**src/rmss_pkg.sv**
```systemverilog
// package: constants and carrier types for the radio mode and status sequencer
package rmss_pkg;
    localparam int unsigned CLK_HZ        = 125_000_000;
    localparam int unsigned MS_DIV        = CLK_HZ / 1000;
    localparam int unsigned WAKE_PULSE_US = 10;
    localparam int unsigned WAKE_PULSE_CYC = (WAKE_PULSE_US * (CLK_HZ / 1_000_000) > 0) ?
                                             WAKE_PULSE_US * (CLK_HZ / 1_000_000) : 1;
    localparam int unsigned TOOL_MS       = 1000;
    localparam int unsigned CMD_MS        = 500;
    localparam int unsigned FAULT_MS      = 250;
    localparam int unsigned REBOOT_MS     = 5000;
    localparam int unsigned WAKE_OK_MS    = 30;
    localparam int unsigned STUDY_PKTS    = 4;
    localparam int unsigned MARG_SHIFT    = 3;
    localparam int unsigned MARG_ADD_MS   = 60;
    localparam int unsigned OVERLAP_MS    = 100;
    localparam int unsigned CYCLES_RESTUDY = 100;
    localparam logic        STAT_IDLE     = 1'b1;
    localparam logic        STAT_ACTIVE   = 1'b0;

    typedef enum logic [2:0] {
        RMSS_OFF   = 3'b000,
        RMSS_ON    = 3'b001,
        RMSS_SLEEP = 3'b011,
        RMSS_WAKE  = 3'b010,
        RMSS_SAFE  = 3'b110,
        RMSS_BOOT  = 3'b111
    } rmss_state_t;

    typedef struct packed {
        logic rx_frame;
        logic tx_active;
        logic tx_tick;
        logic tool_conn;
        logic cmd_enabled;
        logic cmd_persist;
        logic fault;
    } rmss_status_t;

    typedef struct packed {
        logic sleep_cmd;
        logic restart_cmd;
        logic psave_en;
        logic pkt_good;
    } rmss_cmd_t;
endpackage

```
**src/rmss_psave.sv**
```systemverilog
// power-save receive schedule: interval study, margin, sleep and slot window
`timescale 1ns/1ps
`default_nettype none
module rmss_psave
    import rmss_pkg::*;
#(
    parameter int unsigned TW = 16
) (
    // clock and reset
    input  wire logic          i_clock,
    input  wire logic          i_rst,
    // control
    input  wire logic          i_ms_tick,
    input  wire logic          i_enable,
    input  wire logic          i_pkt_good,
    input  wire logic [TW-1:0] i_tx_time,
    // schedule
    output logic               o_radio_on,
    output logic               o_locked,
    output logic [TW-1:0]      o_tmin,
    output logic [TW-1:0]      o_tmarg,
    output logic [TW-1:0]      o_tsleep,
    output logic               o_lost
);
    initial begin
        if (TW < 10) $error("rmss_psave: TW too small");
    end

    logic [TW-1:0] since;
    logic [TW-1:0] tmin;
    logic [2:0]    npkt;
    logic [6:0]    ncyc;
    logic          sleeping;
    logic          lost;

    // margin is tmin/8 plus 60 ms; saturating subtraction keeps sleep non-negative
    wire [TW-1:0] tmarg     = (tmin >> MARG_SHIFT) + TW'(MARG_ADD_MS);
    wire [TW-1:0] sub1      = (tmin > tmarg) ? tmin - tmarg : '0;
    wire [TW-1:0] tsleep    = (sub1 > i_tx_time) ? sub1 - i_tx_time : '0;
    wire [TW-1:0] slot_min  = sub1;
    wire [TW-1:0] slot_max  = tmin + tmarg + TW'(OVERLAP_MS);
    wire          locked    = (npkt >= 3'(STUDY_PKTS));
    wire          in_slot   = (since >= slot_min) && (since <= slot_max);
    wire          missed    = locked && i_ms_tick && (since > slot_max);
    wire          restudy   = locked && i_pkt_good && (ncyc == 7'(CYCLES_RESTUDY - 1));
    wire          first_pkt = (npkt == 3'd0);

    always_ff @(posedge i_clock or posedge i_rst) begin
        if (i_rst) begin
            since <= '0;
        end else if (!i_enable || missed) begin
            since <= '0;
        end else if (i_pkt_good) begin
            // a tick on the packet edge already counts toward the next interval
            since <= TW'(i_ms_tick);
        end else if (i_ms_tick && since != '1) begin
            since <= since + 1'b1;
        end
    end

    always_ff @(posedge i_clock or posedge i_rst) begin
        if (i_rst) begin
            tmin <= '1;
            npkt <= '0;
            ncyc <= '0;
            lost <= 1'b0;
        end else if (!i_enable || missed || restudy) begin
            tmin <= '1;
            npkt <= '0;
            ncyc <= '0;
            lost <= missed;
        end else if (i_pkt_good) begin
            lost <= 1'b0;
            // minimum refreshed after every good packet except the first of a study
            if (!first_pkt && since < tmin) tmin <= since;
            if (!locked) npkt <= npkt + 1'b1;
            else if (in_slot) ncyc <= ncyc + 1'b1;
        end
    end

    // radio sleeps from the packet until tsleep elapses, then listens through the slot
    always_ff @(posedge i_clock or posedge i_rst) begin
        if (i_rst) begin
            sleeping <= 1'b0;
        end else begin
            sleeping <= i_enable && locked && !i_pkt_good && (since < tsleep);
        end
    end

    assign o_radio_on = !sleeping;
    assign o_locked   = locked;
    assign o_tmin     = tmin;
    assign o_tmarg    = tmarg;
    assign o_tsleep   = tsleep;
    assign o_lost     = lost;
endmodule
`default_nettype wire

```
**src/rmss_top.sv**
```systemverilog
// top of the radio mode and status sequencer: power states, safe mode, status pin
`timescale 1ns/1ps
`default_nettype none
// Functional notes
// - searching for frame: status held high
// - status low throughout each received frame
// - light sleep: status held low
// - transmitting: toggle once per transmission interval
// - tool connected: toggle every 1 s
// - command mode via plus sequence: 500 ms
// - fault: toggle every 250 ms
// - fault enters safe mode, reboot after 5 s
// - no radio traffic in safe mode
// - enable high turns module on
// - enable low powers down, clears volatile state
// - sleep: radio off, wake on serial change
// - wake reply OK within 30 ms
// - stays awake until next sleep command
// - study four packets, refresh minimum each packet after the first
// - margin equals tmin over 8 plus 60
// - sleep equals tmin minus margin minus tx
// - restart study after 100 cycles
// - missed slot means lost packet, restudy
// - restart command reboots the processor
module rmss_top
    import rmss_pkg::*;
#(
    parameter int unsigned TW           = 16,
    parameter int unsigned MS_CYCLES    = MS_DIV,
    parameter int unsigned BOOT_CYCLES  = 16
) (
    // clock and reset
    input  wire logic          i_clock,
    input  wire logic          i_rst,
    // pins from host
    input  wire logic          i_module_enable,
    input  wire logic          i_serial_transmit_data_in,
    // internal status and commands
    input  wire rmss_status_t  i_status,
    input  wire rmss_cmd_t     i_cmd,
    input  wire logic [TW-1:0] i_tx_time,
    // outputs
    output logic               o_stat,
    output logic               o_radio_on,
    output logic               o_radio_allow,
    output logic               o_serial_powered,
    output logic               o_core_reset,
    output logic               o_send_ok,
    output logic               o_psave_lost,
    output logic [TW-1:0]      o_tsleep,
    output rmss_state_t        o_state
);
    initial begin
        if (MS_CYCLES < 2) $error("rmss_top: MS_CYCLES too small");
        if (BOOT_CYCLES < 1) $error("rmss_top: BOOT_CYCLES too small");
        if (REBOOT_MS > 32'h0000_1fff) $error("rmss_top: ms timer too narrow");
        if (TOOL_MS > 32'h0000_1fff) $error("rmss_top: blink timer too narrow");
    end

    localparam int unsigned MSW = $clog2(MS_CYCLES);
    localparam int unsigned PW  = $clog2(WAKE_PULSE_CYC + 1);
    localparam int unsigned BW  = $clog2(BOOT_CYCLES + 1);

    function automatic logic tick_at(input logic [12:0] cnt, input int unsigned per_ms);
        tick_at = (cnt == 13'(per_ms - 1));
    endfunction

    // off and boot both hold the core and pull the status pin low
    function automatic logic is_held(input rmss_state_t s);
        is_held = (s == RMSS_OFF) || (s == RMSS_BOOT);
    endfunction

    // pin synchronisers: three stages, change counts once stages two and three agree
    logic [2:0] ena_sync;
    logic [2:0] txd_sync;
    logic       ena;
    logic       txd;

    always_ff @(posedge i_clock or posedge i_rst) begin
        if (i_rst) begin
            ena_sync <= 3'b000;
            txd_sync <= 3'b111;
            ena      <= 1'b0;
            txd      <= 1'b1;
        end else begin
            ena_sync <= {ena_sync[1:0], i_module_enable};
            txd_sync <= {txd_sync[1:0], i_serial_transmit_data_in};
            if (ena_sync[1] == ena_sync[2]) ena <= ena_sync[2];
            if (txd_sync[1] == txd_sync[2]) txd <= txd_sync[2];
        end
    end

    // millisecond enable
    logic [MSW-1:0] ms_div;
    wire            ms_tick = (ms_div == MSW'(MS_CYCLES - 1));

    always_ff @(posedge i_clock or posedge i_rst) begin
        if (i_rst) ms_div <= '0;
        else if (ms_tick) ms_div <= '0;
        else ms_div <= ms_div + 1'b1;
    end

    // wake detection: the line must hold its new level 10 us before it counts
    logic          txd_ref;
    logic [PW-1:0] pulse_cnt;
    wire           txd_diff  = (txd != txd_ref);
    wire           wake_seen = txd_diff && (pulse_cnt == PW'(WAKE_PULSE_CYC - 1));

    always_ff @(posedge i_clock or posedge i_rst) begin
        if (i_rst) begin
            txd_ref   <= 1'b1;
            pulse_cnt <= '0;
        end else if (!txd_diff) begin
            pulse_cnt <= '0;
        end else if (wake_seen) begin
            txd_ref   <= txd;
            pulse_cnt <= '0;
        end else begin
            pulse_cnt <= pulse_cnt + 1'b1;
        end
    end

    // main state machine
    rmss_state_t state;
    rmss_state_t next_state;
    logic [12:0] tmr_ms;
    logic [BW-1:0] boot_cnt;
    wire         boot_done = (boot_cnt == BW'(BOOT_CYCLES));
    wire         reboot_due = ms_tick && tick_at(tmr_ms, REBOOT_MS);
    wire         wake_due   = ms_tick && tick_at(tmr_ms, WAKE_OK_MS);

    always_comb begin
        next_state = state;
        case (state)
            RMSS_OFF: begin
                if (ena) next_state = RMSS_BOOT;
            end
            RMSS_BOOT: begin
                if (boot_done) next_state = RMSS_ON;
            end
            RMSS_ON: begin
                if (i_status.fault) next_state = RMSS_SAFE;
                else if (i_cmd.restart_cmd) next_state = RMSS_BOOT;
                else if (i_cmd.sleep_cmd) next_state = RMSS_SLEEP;
            end
            RMSS_SLEEP: begin
                if (wake_seen) next_state = RMSS_WAKE;
            end
            RMSS_WAKE: begin
                if (wake_due) next_state = RMSS_ON;
            end
            RMSS_SAFE: begin
                if (reboot_due) next_state = RMSS_BOOT;
            end
            default: next_state = RMSS_OFF;
        endcase
        if (!ena) next_state = RMSS_OFF;
    end

    always_ff @(posedge i_clock or posedge i_rst) begin
        if (i_rst) state <= RMSS_OFF;
        else state <= next_state;
    end

    // shared millisecond timer, cleared on every state change
    always_ff @(posedge i_clock or posedge i_rst) begin
        if (i_rst) tmr_ms <= '0;
        else if (next_state != state) tmr_ms <= '0;
        else if (ms_tick) tmr_ms <= tmr_ms + 1'b1;
    end

    // reboot hold: core kept in reset a few cycles so every volatile setting clears
    always_ff @(posedge i_clock or posedge i_rst) begin
        if (i_rst) boot_cnt <= '0;
        else if (state != RMSS_BOOT) boot_cnt <= '0;
        else if (!boot_done) boot_cnt <= boot_cnt + 1'b1;
    end

    // power-save scheduler
    wire           on_state  = (state == RMSS_ON);
    wire           ps_radio_on;
    wire [TW-1:0]  ps_tsleep;
    wire           ps_lost;

    rmss_psave #(
        .TW         (TW)
    ) u_psave (
        .i_clock    (i_clock),
        .i_rst      (i_rst),
        .i_ms_tick  (ms_tick),
        .i_enable   (on_state && i_cmd.psave_en),
        .i_pkt_good (on_state && i_cmd.pkt_good),
        .i_tx_time  (i_tx_time),
        .o_radio_on (ps_radio_on),
        .o_locked   (),
        .o_tmin     (),
        .o_tmarg    (),
        .o_tsleep   (ps_tsleep),
        .o_lost     (ps_lost)
    );

    // blink timebase: an ms counter restarts at each toggle and toggles again at the selected rate's period
    // safe mode keeps the fault rate after the fault input has dropped
    wire         show_fault = (state == RMSS_SAFE) || i_status.fault;
    logic [12:0] blink_ms;
    logic        blink;
    logic        tx_tick_d;
    logic        tx_led;
    wire [12:0]  blink_per = show_fault          ? 13'(FAULT_MS) :
                             i_status.tool_conn   ? 13'(TOOL_MS)  : 13'(CMD_MS);
    wire         blink_hit = ms_tick && (blink_ms >= blink_per - 13'd1);

    always_ff @(posedge i_clock or posedge i_rst) begin
        if (i_rst) begin
            blink_ms <= '0;
            blink    <= 1'b0;
        end else if (state == RMSS_OFF) begin
            blink_ms <= '0;
            blink    <= 1'b0;
        end else if (blink_hit) begin
            blink_ms <= '0;
            blink    <= ~blink;
        end else if (ms_tick) begin
            blink_ms <= blink_ms + 1'b1;
        end
    end

    always_ff @(posedge i_clock or posedge i_rst) begin
        if (i_rst) begin
            tx_tick_d <= 1'b0;
            tx_led    <= 1'b0;
        end else if (state == RMSS_OFF) begin
            tx_tick_d <= i_status.tx_tick;
            tx_led    <= 1'b0;
        end else begin
            tx_tick_d <= i_status.tx_tick;
            if (i_status.tx_tick && !tx_tick_d) tx_led <= ~tx_led;
        end
    end

    // status selection in priority order; safe mode forces the fault rate
    wire show_cmd   = i_status.cmd_enabled && !i_status.cmd_persist;
    wire is_sleep   = (state == RMSS_SLEEP);
    wire next_stat  = is_held(state)       ? STAT_ACTIVE :
                      show_fault           ? blink :
                      is_sleep             ? STAT_ACTIVE :
                      i_status.tool_conn   ? blink :
                      show_cmd             ? blink :
                      i_status.tx_active   ? tx_led :
                      i_status.rx_frame    ? STAT_ACTIVE :
                                             STAT_IDLE;

    // radio allowed only when on and not in safe mode or command mode
    wire radio_ok = on_state && !i_status.fault && !i_status.cmd_enabled;

    always_ff @(posedge i_clock or posedge i_rst) begin
        if (i_rst) begin
            o_stat           <= STAT_ACTIVE;
            o_radio_on       <= 1'b0;
            o_radio_allow    <= 1'b0;
            o_serial_powered <= 1'b0;
            o_core_reset     <= 1'b1;
            o_send_ok        <= 1'b0;
            o_psave_lost     <= 1'b0;
            o_tsleep         <= '0;
        end else begin
            o_stat           <= next_stat;
            o_radio_on       <= radio_ok && ps_radio_on;
            o_radio_allow    <= radio_ok;
            o_serial_powered <= (state != RMSS_OFF);
            o_core_reset     <= is_held(state);
            o_send_ok        <= wake_due && (state == RMSS_WAKE);
            o_psave_lost     <= ps_lost;
            o_tsleep         <= ps_tsleep;
        end
    end

    assign o_state = state;
endmodule
`default_nettype wire

```
**config.mk**
```make
export PLATFORM = sky130hd
export DESIGN_NAME = rmss_top
export DESIGN_NICKNAME = d
export VERILOG_FILES = /design/src/rmss_pkg.sv /design/src/rmss_psave.sv /design/src/rmss_top.sv
export SDC_FILE = /design/constraint.sdc
export NUM_CORES = 1
export LEC_CHECK = 0
export BUFFER_PORTS_ARGS = -buffer_cell sky130_fd_sc_hd__buf_4
export CELL_PAD_IN_SITES_DETAIL_PLACEMENT = 1
export CELL_PAD_IN_SITES_GLOBAL_PLACEMENT = 1
export CORE_ASPECT_RATIO = 0.5
export CORE_UTILIZATION = 35
export CTS_CLUSTER_DIAMETER = 80
export DETAILED_ROUTE_END_ITERATION = 8
export GPL_TIMING_DRIVEN = 0
export PLACE_DENSITY_LB_ADDON = 0.12
export SYNTH_ARGS = -nofsm -noshare
export SYNTH_HDL_FRONTEND = slang
export SYNTH_SLANG_ARGS = --single-unit
```
**constraint.sdc**
```tcl
create_clock -name i_clock -period 8 [get_ports i_clock]
set_input_delay 0.4 -clock i_clock [delete_from_list [all_inputs] [get_ports i_clock]]
set_output_delay 0.4 -clock i_clock [all_outputs]
set_load 0.01 [all_outputs]
```
Yosys cells after proc, flatten, opt, wreduce, memory -nomap -nowiden. Cells that the tools add are included.

Output and inout bits: 26. Register bits after elaboration: 141. Input port bits: 31. Logic and storage cells: 171.

Reduce and logical (&&, ||, !) cells: 50. Magnitude comparators: 9. Bitwise operators: 2. Muxes and demuxes: 49. Equality and inequality tests: 19. Add/subtract/negate cells: 14.

Operators with widths (count): $mux W16 (8); $mux W13 (5); $gt A16 B16 Y1 (3); $mux W3 (11); $lt A16 B16 Y1 (2); $sub A16 B16 Y16 (2); $mux W7 (4); $add A13 B1 Y13 const B (2); $logic_and A1 B1 Y1 (22); $mux W11 (2); $mux W10 (2); $pmux W3 S6 (1); $add A17 B1 Y17 const B (1); $eq A17 B17 Y1 const B (1); $mux W17 (1); $add A16 B1 Y16 const B (1); $add A16 B16 Y16 (1); $add A16 B7 Y16 const B (1); $ge A16 B16 Y1 (1); $le A16 B16 Y1 (1); $ne A16 B16 Y1 const B (1); $add A13 B6 Y14 const B (1); $reduce_bool A2 Y1 (7); $eq A13 B13 Y1 const B (1); 29 further kinds (61).

Longest topological paths before layout.
Depth after elaboration: 9. Gate-level depth with buffers: 34. Mapped depth without buffers: 31.

By module. A second synthesis with hierarchy kept.

Cell total of the unflattened synthesis: 1189. Area, all modules: 10701.5 um^2.

By module, submodules not included: rmss_psave (sequential area each 1121.1 um^2, cells each 773, area an instance 6206.0 um^2, times used 1); rmss_top (sequential area each 2434.8 um^2, cells each 416, area an instance 4495.6 um^2, times used 1).

Worst setup path after synthesis. No wires, ideal clock.

Path kind: reg2reg. From: register u_psave.tmin[5], in the netlist u_psave.o_tmin[5]. To: register u_psave.sleeping. Period minus slack after synthesis: 6151 ps. Library setup time: 78 ps. Arrival time: 6073 ps. Required time: 7922 ps. Cell stages (with the launch flop): 31. Slack: 1849 ps. Buffers on the path: 3. Cells stage by stage: dfstp_2 > inv_1 > ha_1 > and3_1 > nor4_1 > xnor2_1 > ha_1 > nor4_1 > nand4_1 > mux2_2 > a211oi_1 > buf_2 > or2_1 > ha_1 > inv_1 > fa_1 > nand3_1 > a21oi_1 > nor3_1 > o221ai_1 > a21o_1 > o41a_1 > buf_2 > buf_2 > nand2_1 > ha_1 > a21o_1 > a21o_1 > a21oi_1 > nor4bb_1 > o2bb2ai_1.

Cells in the longest elaborated chain, start to end: 7. Elaborated cells between the ends (all ways): 9. Those cells by class: add/sub (3); order compare (3); mux (2); reduce/logical (1).

Ends and longest elaborated chain: from (decl) (RTL line rmss_psave.sv:30) `logic [TW-1:0] tmin;`; from (signal assigned) (RTL line rmss_psave.sv:75) `if (!first_pkt && since < tmin) tmin <= since;`; $add A13 B6 Y14 (RTL line rmss_psave.sv:37) `wire [TW-1:0] tmarg = (tmin >> MARG_SHIFT) + TW'(MARG_ADD_MS);`; $sub A16 B16 Y16 or $gt A16 B16 Y1 (tied branches) (RTL line rmss_psave.sv:38) `wire [TW-1:0] sub1 = (tmin > tmarg) ? tmin - tmarg : '0;`; $mux W16 * (RTL line rmss_psave.sv:38); $sub A16 B16 Y16 or $gt A16 B16 Y1 (tied branches) (RTL line rmss_psave.sv:39) `wire [TW-1:0] tsleep = (sub1 > i_tx_time) ? sub1 - i_tx_time : '0;`; $mux W16 * (RTL line rmss_psave.sv:39); $lt A16 B16 Y1 * (RTL line rmss_psave.sv:86) `sleeping <= i_enable && locked && !i_pkt_good && (since < tsleep);`; $logic_and A1 B1 Y1 * (RTL line rmss_psave.sv:86); to (signal assigned) (RTL line rmss_psave.sv:86); to (decl) (RTL line rmss_psave.sv:33) `logic sleeping;`.

Mark *: on every way between the ends. The rest lies on a longest branch, timed or not. A chain may end at the register's enable or synchronous reset.

Final worst setup path. Ends and elaborated chain as after synthesis.

==> impl_results.md <==
- Count of warnings emitted by yosys: 0
- Worst Path Required: 8.34 ns
- # Post-CTS Setup Buffers: 0
- Gr ovfl total: 0
- Tmin final: 7.37 ns
- Clock root buffer master: clkbuf_16
- Syn_nets: 1335
- Setup CP Type: reg2reg
- Crit path DAT: 7.71 ns
- Die Height: 125 um
- Yosys top cell by area: dfrtp_1
- Vias: 8559
- Most frequent CP cell: ha_1
- Setup crit start kind: register
- GR Util All Layers: 19.9%
- Post-synthesis sequential area ratio: 33.8%
- Cells after Synth: 1160
- Max VDD drop: 100 uV
- First-pass GRT wire length: 47800 um
- Critical R2R Launch: u_psave.o_tmin[5]
- Sum Neg Setup Slack: 0 ns
- Synthesized area: 10500 um2
- Antenna-violating nets left: 0
- Outcome: complete, but fails checks
- Max_slew headroom: 51.1%
- Post-synth EDFFs: 0
- Main synth FF type: dfrtp_1
- Synth top area cells: dfrtp_1 (28%), ha_1 (17%), dfstp_2 (5.5%)
- Syn avg cell area: 9.07 um2
- Worst Setup End Kind: register
- Final critical-path share of the clock period: 92.2%
- # nets final: 1412
- Clk_lat worst skew: 0.44 ns
- Core area: 29300 um2
- Initial antenna violation count: 1
- # diodes: 0
- Final Hold Fails: 0
- Gpl congestion: 0.835
- Core Util, Final: 41.0%
- Failing checks: DRC
- Post-synth top area share: 28.3%
- Reg area: 3560 um2
- Maxcap violations: 0
- Hold WC Path Type: in2reg
- Routed WL: 29200 um
- Cell area power density: 158 nW/um2
- Clk sinks: 141
- Share of post-route cells with drive strength above 1: 11.5%
- Final setup viols: 0
- Largest net degree at the start of global routing: 100
- Htree depth: 4
- Slowest stage cell, crit path: dfstp_2
- Vias per std cell: 5.22
- RSZ-0062 raised after global routing: false
- Synth cell types: 77
- Final worst clock skew: 0.0131 ns
- Layout area overhead: 14.0%
- Drt wl/cell: 17.8 um
- CP delay by family, top: simple AND/OR/NAND/NOR gates
- First DRT Iteration DRCs: 369
- DIE AREA: 30800 um2
- Slew Limit Fails: 0
- Initial Util: 35.9%
- Port-buffer cells: 56
- Crit. Startpoint: u_psave.o_tmin[5]
- CP max FO: 10
- CTS clk-pin slew, worst paths: 0.07 ns
- CTS buffer count: 17
- Layout filler cell count: 3424
- Yosys reg bits: 141
- Bufs on Longest Clock Path: 2
- Bufs and invs on worst path: 5
- LEAKAGE: 5.82 nW
- Vias in the first global route: 9039
- CP max stage delay: 0.59 ns
- DRT Pass-1 Iters: 6
- Maximum clock rate: 136 MHz
- Slew at the pin with the worst max-slew slack: 0.724 ns
- Die Width: 247 um
- PostCTS Resize Cnt: 0
- Hold_sp: i_serial_transmit_data_in
- DRC Markers: 6
- Row count: 44
- Io pins: 57
- CTS tree: done
- Multi-input logic area: 6460 um2
- Dpl hpwl: 23000 um
- Async set-reset flop share out of synthesis: 100%
-- flip-flops by register name, summed over array words and instances, names as in the netlist, 5 cells and up --
signal / count
pulse_cnt: 11
blink_ms: 13
u_psave.o_tmin: 16
u_psave.ncyc: 7
ms_div: 17
u_psave.since: 16
o_tsleep: 16
boot_cnt: 5
tmr_ms: 13
-- through the flow --
stage                     area, um2  setup WS (ns)  instances  power (mW)  hold WS [ns]
after floorplan               10500           1.85       1160        1.03         0.331
after global routing          12000         0.0355       1640        2.00        0.0469
after CTS                     12000          0.558       1640        1.93        0.0449
final                         12000          0.627       1640        1.90        0.0694
after global placement        11400          0.639       1607        1.16         0.347
after detailed placement      11500          0.607       1608        1.17         0.349
-- cell usage after synthesis (16+ instances only) --
| cell | instances |
|---|---|
| a21o_1 | 20 |
| a21oi_1 | 66 |
| a31oi_1 | 17 |
| and3_1 | 24 |
| dfrtp_1 | 119 |
| dfstp_2 | 22 |
| ha_1 | 141 |
| inv_1 | 101 |
| nand2_1 | 86 |
| nand2b_1 | 18 |
| nand3_1 | 39 |
| nand4_1 | 27 |
| nor2_1 | 112 |
| nor2b_1 | 16 |
| nor3_1 | 29 |
| o21ai_0 | 29 |
| o22a_1 | 16 |
| xnor2_1 | 62 |
| xor2_1 | 42 |
-- final cells by class --
type	instances	share of cell area, %
well taps	391	4.08
multi-input cells	897	53.9
flip-flops and latches	141	29.6
clock buffers	19	3.61
inverters	101	3.20
plain buffers	21	1.02
clock inverters	12	0.761
repair buffers	58	3.82
-- layer usage --
layer | global-route usage, % | up-vias | wire, um
met2 | 32.3 | 68 | 13700
met1 | 27.4 | 4223 | 14600
met3 | 3.04 | 24 | 550
met4 | 5.74 | 0 | 378
li1 | - | 4244 | -
met5 | 0 | - | 0
-- path summary, 6_finish.rpt --
path                       slack (ns)               end  cells past startpoint
max                              0.63  u_psave.sleeping                     30
min reg2reg                      0.36       ena_sync[1]                      0
max in group asynchronous        6.58       txd_sync[1]                      4
min in group asynchronous        0.56      o_tsleep[10]                      3
max reg2reg                      0.63  u_psave.sleeping                     30
min                              0.07       txd_sync[0]                      1
-- cell families (layout without fill, tap and decap cells) --
family                   count (synthesis)  in the layout  synth area share [%]
adder cells (fa/ha/maj)                146            146                  17.5
other                                    1              1                0.0356
multiplexers                            10             10                  1.01
flip-flops                             141            141                  33.8
buffers and inverters                  122            211                  4.77
AO/OA/AOI/OAI                          214            214                  13.9
XOR/XNOR                               104            104                  8.66
AND/OR/NAND/NOR                        422            422                  20.3
-- cells in the final DEF, fill, tap and decap left out, types with 6 or more instances in the layout --
cell type  synthesis  routed
nand3_1           39      39
a21o_1            20      20
clkbuf_1           5       7
and3_1            24      24
a211oi_1           9       9
nand4_1           27      27
inv_1            101     100
a31oi_1           17      17
nand2b_1          18      18
and2_1             9       9
xnor2_1           62      62
or2_1             13      13
buf_2              8       8
nand2_1           86      86
o22a_1            16      16
nor3_1            29      29
nor2b_1           16      16
a21oi_1           66      66
o21ai_0           29      29
or3_1              6       6
o211ai_1           6       6
nor2_1           112     112
ha_1             141     141
dfrtp_1          119     119
nor4_1            10      10
clkbuf_16          0      17
dfstp_2           22      22
and4_1             8       8
xor2_1            42      42
buf_4              2      58
-- power by group --
part           leakage (nW)  internal, mW  total (mW)  switching, mW
Clock                 0.248         0.397       0.745          0.348
Sequential             1.83         0.749       0.770         0.0205
Combinational          3.74         0.153       0.383          0.229
Total                  5.82          1.30        1.90          0.597
-- what timing repair did --
action | 4_1_cts | 5_1_grt
hold buffers | 1 | 0
setup endpoints to repair | 0 | 0
hold endpoints to repair | 26 | 0
Power figures use the tool's default switching activity.
